<file path="src/gpio_port_pkg.sv">
// constants shared by the configurable i/o port block
// assumes byte-wide ports on an i/o space reached by IN and OUT accesses
package gpio_port_pkg;

    // geometry
    localparam int PORT_COUNT  = 5;
    localparam int PORT_WIDTH  = 8;
    localparam int ADDR_WIDTH  = 8;
    localparam int ACC_WIDTH   = 16;
    localparam int SYNC_STAGES = 3;

    // register offsets in i/o space, four bytes apart
    localparam logic [ADDR_WIDTH-1:0] PORT_A_VALUE_OFFSET     = 8'h00;
    localparam logic [ADDR_WIDTH-1:0] PORT_A_DIRECTION_OFFSET = 8'h04;
    localparam logic [ADDR_WIDTH-1:0] PORT_B_VALUE_OFFSET     = 8'h08;
    localparam logic [ADDR_WIDTH-1:0] PORT_B_DIRECTION_OFFSET = 8'h0C;
    localparam logic [ADDR_WIDTH-1:0] PORT_C_VALUE_OFFSET     = 8'h10;
    localparam logic [ADDR_WIDTH-1:0] PORT_C_DIRECTION_OFFSET = 8'h14;
    localparam logic [ADDR_WIDTH-1:0] PORT_D_VALUE_OFFSET     = 8'h18;
    localparam logic [ADDR_WIDTH-1:0] PORT_D_DIRECTION_OFFSET = 8'h1C;
    localparam logic [ADDR_WIDTH-1:0] PORT_E_VALUE_OFFSET     = 8'h20;
    localparam logic [ADDR_WIDTH-1:0] PORT_E_DIRECTION_OFFSET = 8'h24;

    // offset tables, entry 0 is port a
    localparam logic [PORT_COUNT-1:0][ADDR_WIDTH-1:0] VALUE_OFFSETS = {
        PORT_E_VALUE_OFFSET, PORT_D_VALUE_OFFSET, PORT_C_VALUE_OFFSET,
        PORT_B_VALUE_OFFSET, PORT_A_VALUE_OFFSET};
    localparam logic [PORT_COUNT-1:0][ADDR_WIDTH-1:0] DIRECTION_OFFSETS = {
        PORT_E_DIRECTION_OFFSET, PORT_D_DIRECTION_OFFSET,
        PORT_C_DIRECTION_OFFSET, PORT_B_DIRECTION_OFFSET,
        PORT_A_DIRECTION_OFFSET};

    // reset values
    localparam logic [PORT_WIDTH-1:0] DIRECTION_RESET = 8'h00;
    localparam logic [ACC_WIDTH-1:0]  READ_RESET      = 16'h0000;

endpackage : gpio_port_pkg

</file>
<file path="src/gpio_ports.sv">
// five byte-wide configurable i/o ports on the core's i/o space
// assumes io_rd and io_wr are one-cycle strobes from the core on clock,
// and that the pad ring resolves pad_out/pad_oe into the pin level
`timescale 1ns/1ps

module gpio_ports
    import gpio_port_pkg::*;
#(
    parameter int PORTS = PORT_COUNT
) (
    // clock and reset
    input  wire logic                              clock,
    input  wire logic                              nrst,
    // core i/o space access
    input  wire logic [gpio_port_pkg::ADDR_WIDTH-1:0] io_addr,
    input  wire logic                              io_rd,
    input  wire logic                              io_wr,
    input  wire logic [gpio_port_pkg::ACC_WIDTH-1:0]  io_wdata,
    output logic      [gpio_port_pkg::ACC_WIDTH-1:0]  io_rdata,
    // pins, port a in bits 7:0 up to port e in bits 39:32
    input  wire logic [PORTS*gpio_port_pkg::PORT_WIDTH-1:0] pad_in,
    output logic      [PORTS*gpio_port_pkg::PORT_WIDTH-1:0] pad_out,
    output logic      [PORTS*gpio_port_pkg::PORT_WIDTH-1:0] pad_oe
);
    import gpio_port_pkg::*;

    localparam int PIN_COUNT = PORTS * PORT_WIDTH;

    ////////////////////////////////////////////////////////////////////////
    // elaboration check

    // the offset tables only describe the documented five ports
    generate
        if (PORTS < 1 || PORTS > PORT_COUNT) begin : g_bad_ports
            $error("gpio_ports: PORTS must lie between 1 and PORT_COUNT");
        end
    endgenerate

    ////////////////////////////////////////////////////////////////////////
    // pin synchronisation

    logic [PIN_COUNT-1:0] pin_level;

    // pins are asynchronous to the core, so filter before reading
    pin_synchronizer #(
        .WIDTH (PIN_COUNT)
    ) u_sync (
        .clock (clock),
        .nrst  (nrst),
        .raw   (pad_in),
        .level (pin_level)
    );

    ////////////////////////////////////////////////////////////////////////
    // address decode

    logic [PORTS-1:0]      hit_value;
    logic [PORTS-1:0]      hit_direction;
    logic [PORTS-1:0]      write_value;
    logic [PORTS-1:0]      write_direction;
    logic [PORT_WIDTH-1:0] write_data;

    // only the low byte of the accumulator reaches a port
    assign write_data = io_wdata[PORT_WIDTH-1:0];

    // full compare: the unused bytes of each 4-byte slot are unmapped
    always_comb begin
        for (int p = 0; p < PORTS; p++) begin
            hit_value[p]       = (io_addr == VALUE_OFFSETS[p]);
            hit_direction[p]   = (io_addr == DIRECTION_OFFSETS[p]);
            write_value[p]     = io_wr && hit_value[p];
            write_direction[p] = io_wr && hit_direction[p];
        end
    end

    ////////////////////////////////////////////////////////////////////////
    // ports

    logic [PORTS-1:0][PORT_WIDTH-1:0] direction;

    // one slice per port, each pin independently steered
    generate
        for (genvar p = 0; p < PORTS; p++) begin : g_port
            port_slice u_port (
                .clock           (clock),
                .nrst            (nrst),
                .write_value     (write_value[p]),
                .write_direction (write_direction[p]),
                .write_data      (write_data),
                .direction       (direction[p]),
                .pad_out         (pad_out[p*PORT_WIDTH +: PORT_WIDTH]),
                .pad_oe          (pad_oe[p*PORT_WIDTH +: PORT_WIDTH])
            );
        end
    endgenerate

    ////////////////////////////////////////////////////////////////////////
    // read path

    logic [PORT_WIDTH-1:0] read_byte;
    logic [ACC_WIDTH-1:0]  next_rdata;

    // value reads show the pin itself, not the stored value, so an
    // output pin that is overloaded reads back its true level
    always_comb begin
        read_byte = '0;
        for (int p = 0; p < PORTS; p++) begin
            if (hit_value[p]) begin
                read_byte = pin_level[p*PORT_WIDTH +: PORT_WIDTH];
            end
            if (hit_direction[p]) begin
                read_byte = direction[p];
            end
        end
    end

    // result held until the next IN; upper byte always zero
    always_comb begin
        next_rdata = io_rdata;
        if (io_rd) begin
            next_rdata = {{(ACC_WIDTH-PORT_WIDTH){1'b0}}, read_byte};
        end
    end

    // registered read data
    always_ff @(posedge clock or negedge nrst) begin
        if (!nrst) begin
            io_rdata <= READ_RESET;
        end else begin
            io_rdata <= next_rdata;
        end
    end

endmodule : gpio_ports

</file>
<file path="src/pin_synchronizer.sv">
// three-stage input synchroniser with agreement filter
// assumes inputs asynchronous to clock; one bit per pin
`timescale 1ns/1ps
module pin_synchronizer #(
    parameter int WIDTH = 40
) (
    // clock and reset
    input  wire logic             clock,
    input  wire logic             nrst,
    // raw pins and clean levels
    input  wire logic [WIDTH-1:0] raw,
    output logic      [WIDTH-1:0] level
);

    logic [WIDTH-1:0] stage1;
    logic [WIDTH-1:0] stage2;
    logic [WIDTH-1:0] stage3;
    logic [WIDTH-1:0] next_level;

    // level moves only when the last two stages agree
    always_comb begin
        for (int i = 0; i < WIDTH; i++) begin
            next_level[i] = (stage2[i] == stage3[i]) ? stage2[i] : level[i];
        end
    end

    // stage1 feeds stage2 only, to keep metastability contained
    always_ff @(posedge clock or negedge nrst) begin
        if (!nrst) begin
            stage1 <= '0;
            stage2 <= '0;
            stage3 <= '0;
            level  <= '0;
        end else begin
            stage1 <= raw;
            stage2 <= stage1;
            stage3 <= stage2;
            level  <= next_level;
        end
    end

endmodule : pin_synchronizer

</file>
<file path="src/port_slice.sv">
// one byte-wide port: direction and value registers and pin drivers
// assumes write strobes already decoded and one cycle wide
`timescale 1ns/1ps
module port_slice
    import gpio_port_pkg::*;
(
    // clock and reset
    input  wire logic                  clock,
    input  wire logic                  nrst,
    // decoded writes
    input  wire logic                  write_value,
    input  wire logic                  write_direction,
    input  wire logic [PORT_WIDTH-1:0] write_data,
    // register state
    output logic      [PORT_WIDTH-1:0] direction,
    // pin drive
    output logic      [PORT_WIDTH-1:0] pad_out,
    output logic      [PORT_WIDTH-1:0] pad_oe
);

    logic [PORT_WIDTH-1:0] value;
    logic [PORT_WIDTH-1:0] next_value;
    logic [PORT_WIDTH-1:0] next_direction;

    // next register values on an OUT access
    always_comb begin
        next_value     = write_value ? write_data : value;
        next_direction = write_direction ? write_data : direction;
    end

    // value has no reset: software must load it before enabling outputs
    always_ff @(posedge clock) begin
        value <= next_value;
    end

    // direction clears on reset, so all pins come up as inputs
    always_ff @(posedge clock or negedge nrst) begin
        if (!nrst) begin
            direction <= DIRECTION_RESET;
        end else begin
            direction <= next_direction;
        end
    end

    // gating by direction also hides the unknown value after reset
    always_comb begin
        pad_oe  = direction;
        pad_out = value & direction;
    end

endmodule : port_slice

</file>
<file path="config.mk">
export PLATFORM = sky130hd
export DESIGN_NAME = gpio_ports
export DESIGN_NICKNAME = d
export VERILOG_FILES = /design/src/gpio_port_pkg.sv /design/src/gpio_ports.sv /design/src/pin_synchronizer.sv /design/src/port_slice.sv
export SDC_FILE = /design/constraint.sdc
export NUM_CORES = 1
export LEC_CHECK = 0
export ABC_CLOCK_PERIOD_IN_PS = 4500
export BUFFER_PORTS_ARGS = -buffer_cell sky130_fd_sc_hd__buf_4
export CAP_MARGIN = 20
export CELL_PAD_IN_SITES_DETAIL_PLACEMENT = 1
export CELL_PAD_IN_SITES_GLOBAL_PLACEMENT = 2
export CORE_MARGIN = 2
export CORE_UTILIZATION = 42
export DETAILED_ROUTE_END_ITERATION = 16
export PLACE_DENSITY_LB_ADDON = 0.1
export SKIP_CTS_REPAIR_TIMING = 1
export SLEW_MARGIN = 5
export SYNTH_ARGS = -nofsm -noshare
export SYNTH_HDL_FRONTEND = slang
export SYNTH_SLANG_ARGS = --single-unit
export TNS_END_PERCENT = 5
</file>
<file path="constraint.sdc">
create_clock -name clock -period 4.5 [get_ports clock]
set_clock_uncertainty 0.2 [all_clocks]
set_input_delay 0.45 -clock clock [delete_from_list [all_inputs] [get_ports clock]]
set_output_delay 0.45 -clock clock [all_outputs]
set_load 0.05 [all_outputs]
</file>
Yosys cells after proc, flatten, opt, wreduce, memory -nomap -nowiden:

Index checks and enable logic that the tools add are counted.

* eq/ne operators: 49
* multiplexer cells: 10
* bitwise operators: 5
* reductions and logical operators: 11

Operator list (number)
* $mux 8: 10
* $and 8x8->8: 5
* $eq 1x1->1: 40
* $eq 8x5->1 const B: 4
* $eq 8x4->1 const B: 2
* $eq 8x6->1 const B: 2
* $logic_and 1x1->1: 10
* $eq 8x3->1 const B: 1
* $logic_not 8->1: 1

* bits in registers: 248
* bits of input ports: 68
* output and inout port bits: 96
* logic and storage cells: 129

Longest topological paths before layout:

Gate-level depths: netlist of run 1.

* word-level depth: 11
* gate-level depth with buffers: 8

Hierarchy:

Synthesis of run 1 repeated with hierarchy kept, for this count alone.

* cell total of the unflattened synthesis: 555
* area, all modules: 9143.8 um2

Modules (own cells, without submodules)
* pin_synchronizer: instances 1, cells each 200, area each 4454.3 um2, sequential area each 4003.8 um2
* port_slice: instances 5, cells each 41, area each 681.9 um2, sequential area each 440.4 um2
* gpio_ports: instances 1, cells each 150, area each 1280.0 um2, sequential area each 200.2 um2

Worst setup path after synthesis of run 1:

OpenSTA, ideal clock, no wires.

* kind: input port to flip-flop
* from: input port io_addr[5] (netlist name)
* to: register g_port[0].u_port.value[0] (enable)
* library setup time: 0.383 ns
* data arrival time: 1.951 ns
* data required time: 3.917 ns
* slack: 1.965 ns
* cell stages on the path: 3
* buffers on the path: 0
* cells stage by stage: nor4_1 -> nand3_1 -> nor3_1

* cells in the longest elaborated chain, start to end: 2

Ends and longest elaborated chain
* from (decl): line gpio_ports.sv:15 `input wire logic [gpio_port_pkg::ADDR_WIDTH-1:0] io_addr,`
* $logic_not 8->1: line gpio_ports.sv:69 `hit_value[p] = (io_addr == VALUE_OFFSETS[p]);`
* $logic_and 1x1->1: line gpio_ports.sv:71 `write_value[p] = io_wr && hit_value[p];`
* via g_port[0].u_port.write_value: line port_slice.sv:11 `input wire logic write_value,`
* to (signal assigned): line port_slice.sv:33 `value <= next_value;`
* to (decl): line port_slice.sv:21 `logic [PORT_WIDTH-1:0] value;`

The timed path passes the listed nets, and every way through them passes these cells.
A chain may end at the register's enable or synchronous reset.

Worst setup path after layout of run 1:

* from: input port io_addr[2] (netlist name)
* to: register g_port[4].u_port.direction[4]

* cells in the longest elaborated chain, start to end: 2

Ends and longest elaborated chain
* $eq 8x6->1: line gpio_ports.sv:70 `hit_direction[p] = (io_addr == DIRECTION_OFFSETS[p]);`
* $logic_and 1x1->1: line gpio_ports.sv:72 `write_direction[p] = io_wr && hit_direction[p];`
* to (signal assigned): line port_slice.sv:41 `direction <= next_direction;`
* to (decl): line port_slice.sv:15 `output logic [PORT_WIDTH-1:0] direction,`

No other way between the ends.

==> metrics.txt, run 1 <==
status=completed; Critical Path, Cell by Cell=buf_4, nor2b_1, and3_1, nand2_1, mux2_2; Antenna diodes=0; critical path arrival=2600 ps; #FFs+latches synth=248; Final Hold Slack=11.5 ps; gpl congestion=0.809; Synth area leader=dfrtp_1; mean routed wirelength per cell=20.1 um; Setup TNS=0 ps; Max-slew headroom=34.9%; Routed WL=21.0 mm; clock-pin transition on the worst setup and hold timing paths=60 ps; effective utilization at floorplan=42.9%; layout cells sized above 1=31.2%; Power Density=447 nW/um^2; CTS buffer count=26; global-route wire length before repair=32.9 mm; Crit. End Element=flip-flop; Row Count=52; maxcap violations=0; Critical Setup Path Class=input pin to flip-flop; final hold violations=0; DR DRC count=0; Final Cycle Share=53.5%; Max VDD drop=387 uV; most common cell in the netlist=dfrtp_1; commonest cells in the netlist=dfrtp_1 (208), and2_1 (43), edfxtp_1 (40), maj3_1 (40), mux2_2 (33); sequential area share after synthesis=73.6%; unrepaired setup endpoints after global routing=false; Layout area overhead=31.0%; register area=6410 sq um; die area=21900 sq um; Ports=164; CP Max Fanout=34; final setup vio count=0; post-synth top area share=59.8%; asr flop ratio synth=83.9%; largest net degree at the start of global routing=124; synth warn=0; Cell variety after synth=53; Mapped Cells=553; Tmin final=2410 ps; Slew Viols, Final=0; Worst setup SP type=input pin; CTS root buffer=clkbuf_16; Vias/cell=5.06; HPWL Detailed=14.4 mm; clock latency on the worst-skew pair=520 ps; Worst Hold Class=input pin to flip-flop; top post-synthesis cells by area=dfrtp_1 (60%), edfxtp_1 (14%), maj3_1 (4.6%), mux2_2 (4.3%), and2_1 (3.1%); Crit path max-delay family=simple AND/OR/NAND/NOR gates; CP peak stage delay=670 ps; drt first pass iters=4; vias=5296; Buf/Inv on CP=1; DRT iter0 DRCs=230; Leak=5.12 nW; vias in the first global route=5534; Fillers=1926; I/O Buffers=147; core area=20300 sq um; Syn Area/Cell=15.7 sq um; TritonCTS clock tree=yes; Main synth FF type=dfrtp_1; CTS sink count=248; multi-input logic area=2160 sq um; CP max stage cell=nor2b_1; number of synthesized flops with an enable pin=40; Die Wd=148 um; Critical Path RT=4700 ps; initial antenna violation count=0; GRT overflow=0; H-tree levels=1; f_max=0.415 GHz; mapped cell area=8700 sq um; Routed Antenna Nets=0; Worst Tran Pin Value=976 ps; CTS max path bufs=3; nets=824; Die Height=148 um; overall routing resource usage=19.6%
==> kinds of logic after synthesis <==
| logic type | count (synthesis) | share of synthesized area (%) |
|---|---|---|
| DFF | 248 | 73.6 |
| AOI/OAI and AO/OA | 58 | 4.49 |
| muxes | 56 | 7.95 |
| other | 1 | 0.0431 |
| and+or+nand+nor | 118 | 7.43 |
| adders and majority gates | 40 | 4.60 |
| buffers and inverters | 32 | 1.85 |
==> final timing paths <==
| check | end | start | cells past startpoint | slack, ps |
|---|---|---|---|---|
| setup / recovery | g_port[4].u_port.direction[4] | io_addr[2] | 5 | 2090 |
| hold / removal | g_port[2].u_port.value[6] | io_wdata[6] | 1 | 10 |
| setup reg to reg | io_rdata[3] | g_port[2].u_port.direction[3] | 4 | 2710 |
| hold reg to reg | u_sync.stage2[24] | u_sync.stage1[24] | 0 | 140 |
| max in group asynchronous | u_sync.level[31] | nrst | 3 | 2600 |
| min in group asynchronous | u_sync.stage3[13] | nrst | 2 | 380 |
==> sequential cells by signal (all words and copies together) (netlist names) <==
name	count
u_sync.stage1	40
io_rdata	8
g_port.u_port.value	40
u_sync.stage3	40
u_sync.level	40
g_port.u_port.direction	40
u_sync.stage2	40
==> per-stage QoR <==
step / cell area [sq um] / power, mW / utilization [%] / setup WS [ps] / cells
6_report: 11400 / 5.10 / 56.2 / 2090 / 1046
3_3_place_gp: 10100 / 2.91 / 49.7 / 1630 / 957
2_1_floorplan: 8730 / 2.72 / - / 1970 / 560
3_5_place_dp: 10100 / 2.93 / 49.7 / 1550 / 957
5_1_grt: 11400 / 5.30 / 56.2 / 1910 / 1046
4_1_cts: 11000 / 5.14 / 54.1 / 2090 / 1005
==> layout by cell type, fill, tap and decap left out, types with 8 or more instances in the layout <==
cell type      count
a21oi_1           12
and2_1            43
buf_4            150
clkbuf_16         27
conb_1             8
dfrtp_1          208
dlygate4sd3_1     41
edfxtp_1          40
maj3_1            40
mux2_2            33
mux2_4             8
mux2i_1           11
nand2_1           19
nand3_1            9
nor2_1            17
o21ai_0            9
==> final cells by class <==
class | instances | area share (%)
tap | 270 | 2.96
multi-input combinational | 280 | 18.9
clock inverter | 12 | 1.32
inverter | 7 | 0.230
sequential | 248 | 56.2
clock buffer | 36 | 6.57
timing repair buffer | 193 | 13.8
==> routing by layer <==
layer | routed length (um) | part of all wire [%] | track usage, % | vias up
li1 | - | - | - | 2365
met1 | 9250 | 44 | 27.7 | 2748
met2 | 10200 | 49 | 31.9 | 148
met3 | 1090 | 5.2 | 3.98 | 35
met4 | 435 | 2.1 | 4.48 | 0
met5 | 0 | 0 | 0 | -
==> power by group <==
part	internal, mW	total (mW)	switching (mW)
combinational	0.168	0.441	0.273
sequential	2.39	2.47	0.0765
clock	1.34	2.19	0.846
total	3.90	5.10	1.20
No activity file was read; power rests on OpenSTA's default activity.
==> run 2: changes to the inputs <==
Settings changed: ABC_AREA set to 1, ABC_CLOCK_PERIOD_IN_PS 4500 to 2200, CORE_UTILIZATION 42 to 33.
Clock period 4.5 ns to 2.2 ns, I/O delays scaled along.
==> run 2 against run 1 <==
Against the previous run:
- the flow now finishes with violations (negative hold slack)
- worst setup slack got worse by 1600 ps
- hold slack got worse by 30 ps
- combinational power rose by 78%
- synthesized cell count rose by 26%
- wire length rose by 4.4%
- cell area rose by 2.0%
- global-route usage fell by 3.7 points
==> metrics.txt, run 2 <==
maxcap violations=0; overall routing resource usage=16.0%; Row Count=59; Power Density=876 nW/um^2; global-route wire length before repair=34.4 mm; Critical Path RT=1780 ps; Syn Area/Cell=12.5 sq um; reg2reg start=g_port[0].u_port.direction[0]; CTS buffer count=27; most frequent cells in the layout=dfrtp_1 (208), nand2_1 (167), buf_4 (156), inv_1 (83), dlygate4sd3_1 (51); TritonCTS clock tree=yes; Finished Cell Area=11600 sq um; I/O Buffers=147; nets=995; post-synth top area share=59.8%; Vias/cell=4.41; pre-CTS setup slack=227 ps; Die Height=166 um; Final Util=44.8%; asr flop ratio synth=83.9%; GRT overflow=0; number of synthesized flops with an enable pin=40; CP peak stage delay=460 ps; most common cell after layout, fill and taps aside=dfrtp_1; mapped cell area=8710 sq um; final hold violations=8; Crit. End Element=output pin; Crit path max-delay family=flip-flops; CP startpoint=g_port[3].u_port.direction[3]; critical path arrival=1320 ps; Routed Antenna Nets=0; sequential area share after synthesis=73.6%; Cell variety after synth=28; initial antenna violation count=0; Layout area overhead=33.6%; largest net degree at the start of global routing=65; Critical Setup Path Class=flip-flop to output pin; top post-synthesis cells by area=dfrtp_1 (60%), edfxtp_1 (14%), nand2_1 (7.2%), maj3_1 (4.6%), inv_1 (3.6%); DRT iter0 DRCs=185; status=finished with violations; unrepaired setup endpoints after global routing=false; Setup TNS=0 ps; f_max=0.576 GHz; clock-pin transition on the worst setup and hold timing paths=60 ps; final non-filler cell total=1282; CP max stage cell=dfrtp_1; Worst Hold Class=input pin to asynchronous set/reset pin; CTS root buffer=clkbuf_16; most common cell in the netlist=dfrtp_1; placed cell areas=10300 sq um; Max VDD drop=438 uV; die area=27700 sq um; final worst slack=463 ps; final setup vio count=0; CTS sink count=248; dpl cells=1182; CTS max path bufs=3; Power Total=10.2 mW; Tmin final=1740 ps; drt first pass iters=4; core area=26000 sq um; Die Wd=166 um; #FFs+latches synth=248; reg2reg setup slack=700 ps; Critical Path, Cell by Cell=nand2_1, inv_1, buf_4; CP Max Fanout=4; Antenna diodes=0; commonest cells in the netlist=dfrtp_1 (208), nand2_1 (167), inv_1 (83); Final Cycle Share=79.0%; mean routed wirelength per cell=17.1 um; Main synth FF type=dfrtp_1; DR DRC count=0; gpl congestion=0.760; failing checks=negative hold slack; Slew Viols, Final=0; vias=5648; Final Hold Slack=-18.9 ps; Ports=164; synth warn=0; layout cells sized above 1=25.0%; HPWL Detailed=16.1 mm; vias in the first global route=5981; Worst setup SP type=flip-flop; Leak=5.67 nW; effective utilization at floorplan=33.5%; Mapped Cells=696; Routed WL=21.9 mm; H-tree levels=1; clock latency on the worst-skew pair=530 ps; Synth area leader=dfrtp_1; Buf/Inv on CP=2
run 2: changes by cell type in the layout (fill, tap and decap cells not counted), sizes merged, moves of 7 or more:
cell / delta
dlygate4sd3: +10
nand3: +7
o21ai: +38
a211oi: -7
and2: -43
buf: +7
nand2: +160
mux2i: -11
mux2: -41
inv: +81
nor2: +23
run 2: final timing paths:
| kind | end | cells after the start |
|---|---|---|
| worst max-delay path | pad_out[27] | 3 |
| max in group asynchronous | u_sync.level[22] | 3 |
| min in group clock | g_port[1].u_port.direction[7] | 6 |
| worst min-delay path | u_sync.stage1[0] | 2 |
| worst max register to register | io_rdata[0] | 8 |
| worst min register to register | u_sync.stage2[17] | 0 |
run 2: power by group:
group	total (mW)	internal (mW)	switching, mW
combinational	0.785	0.294	0.491
clock	4.36	2.59	1.78
sequential	5.04	4.89	0.152
total	10.2	7.77	2.42
run 2: final cells by class:
type,instances,area [sq um]
well taps,335,419
inverters,87,328
clock inverters,15,133
flip-flops and latches,248,6410
multi-input cells,353,1880
repair buffers,210,1740
fillers,2752,14400
clock buffers,34,732
run 2: per-layer routing:
metal	up-vias	global-route usage, %	share of wire (%)
met5	-	0	0
met4	0	4.69	2.4
met3	31	3.02	5.0
met2	141	26.4	47
met1	2816	21.6	45
li1	2660	-	-
run 2: worst reg2reg max path, cell delays in order, from the launching register on:
cell and delay [ps]:
dfrtp_1 430, nand2_1 100, nand2_1 50, nor2_1 150, nand4_1 170, nand2_1 120, nand3_1 80, nand2_1 60
nand2_1 40
run 2: logic make-up after synthesis:
| family | synth area share, % |
|---|---|
| buffers and inverters | 5.16 |
| AND/OR/NAND/NOR | 13.0 |
| flip-flops | 73.6 |
| other | 0.0431 |
| AO/OA/AOI/OAI | 3.62 |
| adder cells (fa/ha/maj) | 4.60 |
==> run 3: changes to the inputs <==
Settings changed: ABC_AREA 1 to 0, ABC_CLOCK_PERIOD_IN_PS 2200 to 1500, CORE_UTILIZATION 33 to 35.
Clock period 2.2 ns to 1.5 ns, I/O delays scaled along.
==> run 3 against run 2 <==
Against the previous run:
- wire length rose by 14%
- cell area rose by 12%
- combinational power rose by 120%
- clock power rose by 41%
- sequential power rose by 47%
- non-clock buffer count rose by 98
- the run ends with negative hold slack, negative setup slack left
- largest cell class unchanged
- worst setup slack got worse by 670 ps
- sequential cell count did not move
- die area fell by 5.6%
- power rose by 50%
==> metrics.txt, run 3 (same netlist as run 1, synthesis figures left out) <==
Routed Antenna Nets=0; Critical Path, Cell by Cell=buf_6, and2_4, buf_8; Antenna diodes=0; Fillers=2403; core area=24400 sq um; largest net degree at the start of global routing=58; CTS root buffer=clkbuf_16; most common cell after layout, fill and taps aside=dfrtp_1; final worst slack=-203 ps; reg2reg start=u_sync.level[27]; die area=26100 sq um; H-tree levels=1; met1 Resource Use GR=26.5%; overall routing resource usage=18.8%; layout cells sized above 1=47.6%; Crit. End Element=output pin; CTS max path bufs=3; CP peak stage delay=410 ps; Buf/Inv on CP=2; drt first pass iters=4; maxcap violations=0; initial antenna violation count=0; clock latency on the worst-skew pair=530 ps; Max VDD drop=937 uV; nets=940; f_max=0.587 GHz; Routed WL=25.0 mm; Ports=164; gpl congestion=0.839; status=finished with violations; Critical Setup Path Class=flip-flop to output pin; unrepaired setup endpoints after global routing=true; CTS sink count=248; vias=5732; CTS buffer count=27; final hold violations=24; Vias/cell=4.72; FF-to-FF End=io_rdata[3]; CP max stage cell=dfrtp_1; Setup TNS=-7390 ps; Slew Viols, Final=0; mean routed wirelength per cell=20.6 um; Crit path max-delay family=flip-flops; Power Total=15.3 mW; Die Height=162 um; Row Count=57; GR Layer Usage met2=31.0%; Critical Path RT=1150 ps; I/O Buffers=147; Worst setup SP type=flip-flop; final setup vio count=74; reg2reg setup slack=-120 ps; Power Density=1170 nW/um^2; clock-pin transition on the worst setup and hold timing paths=70 ps; global-route wire length before repair=37.4 mm; final non-filler cell total=1214; Final Cycle Share=114%; critical path arrival=1350 ps; Die Wd=162 um; effective utilization at floorplan=35.7%; Layout area overhead=49.8%; r2r worst-path depth=5; dpl cells=1105; Leak=5.80 nW; register area=6430 sq um; DR DRC count=0; Tmin final=1700 ps; CP Max Fanout=3; GRT overflow=0; Worst Hold Class=input pin to asynchronous set/reset pin; TritonCTS clock tree=yes; Final Hold Slack=-83.3 ps; failing checks=negative hold slack, negative setup slack; GR Util met3=2.76%; most frequent cells in the layout=dfrtp_1 (192), buf_4 (149), buf_6 (90), dlygate4sd3_1 (50); DRT iter0 DRCs=213; vias in the first global route=6180; multi-input logic area=2400 sq um; HPWL Detailed=17.7 mm; layer with the highest usage=met2
==> run 3: how the worst max path moves through the flow <==
stage,slack [ps],end,depth (start not counted),start
finish,-200,pad_out[8],3,g_port[1].u_port.direction[0]
global route,-240,pad_out[8],3,g_port[1].u_port.direction[0]
CTS,-310,pad_out[19],3,g_port[2].u_port.direction[3]
detailed placement,-740,io_rdata[3],7,io_addr[5]
global placement,-700,g_port[3].u_port.direction[7],4,io_addr[5]
floorplan,-550,g_port[3].u_port.direction[0],5,io_addr[5]
==> run 3: worst reg2reg max path: stages, from the launching register on <==
cell and delay [ps]:
dfrtp_1 380, and4b_1 210, o211ai_1 200, o41ai_1 130
o31ai_1 260, a31oi_1 120
==> run 3: layout make-up <==
cell class	count	share of cell area, %
Tap cell	324	3.11
Sequential cell	248	49.3
Multi-Input combinational cell	280	18.4
Clock inverter	14	0.730
Clock buffer	33	5.59
Inverter	7	0.202
Timing Repair Buffer	308	22.6
==> run 3: metrics by stage <==
| step | setup WS (ps) | util [%] | instance area [sq um] |
|---|---|---|---|
| 6_report | -203 | 53.4 | 13000 |
| 4_1_cts | -311 | 48.3 | 11800 |
| 3_5_place_dp | -742 | 44.9 | 11000 |
| 5_1_grt | -240 | 53.4 | 13000 |
| 2_1_floorplan | -551 | - | 8760 |
| 3_3_place_gp | -696 | 44.9 | 11000 |
==> run 3: routing by layer <==
layer / share of wire (%) / wire [um]
met5: 0 / 0
met4: 2.1 / 535
met3: 4.6 / 1150
met2: 49 / 12300
met1: 44 / 11000
==> run 3: where the power goes <==
group	switching, mW	total (mW)	leakage (nW)	internal [mW]
registers	0.242	7.43	2.85	7.19
logic	0.936	1.72	2.55	0.786
clock network	2.57	6.15	0.404	3.59
total	3.74	15.3	5.80	11.6
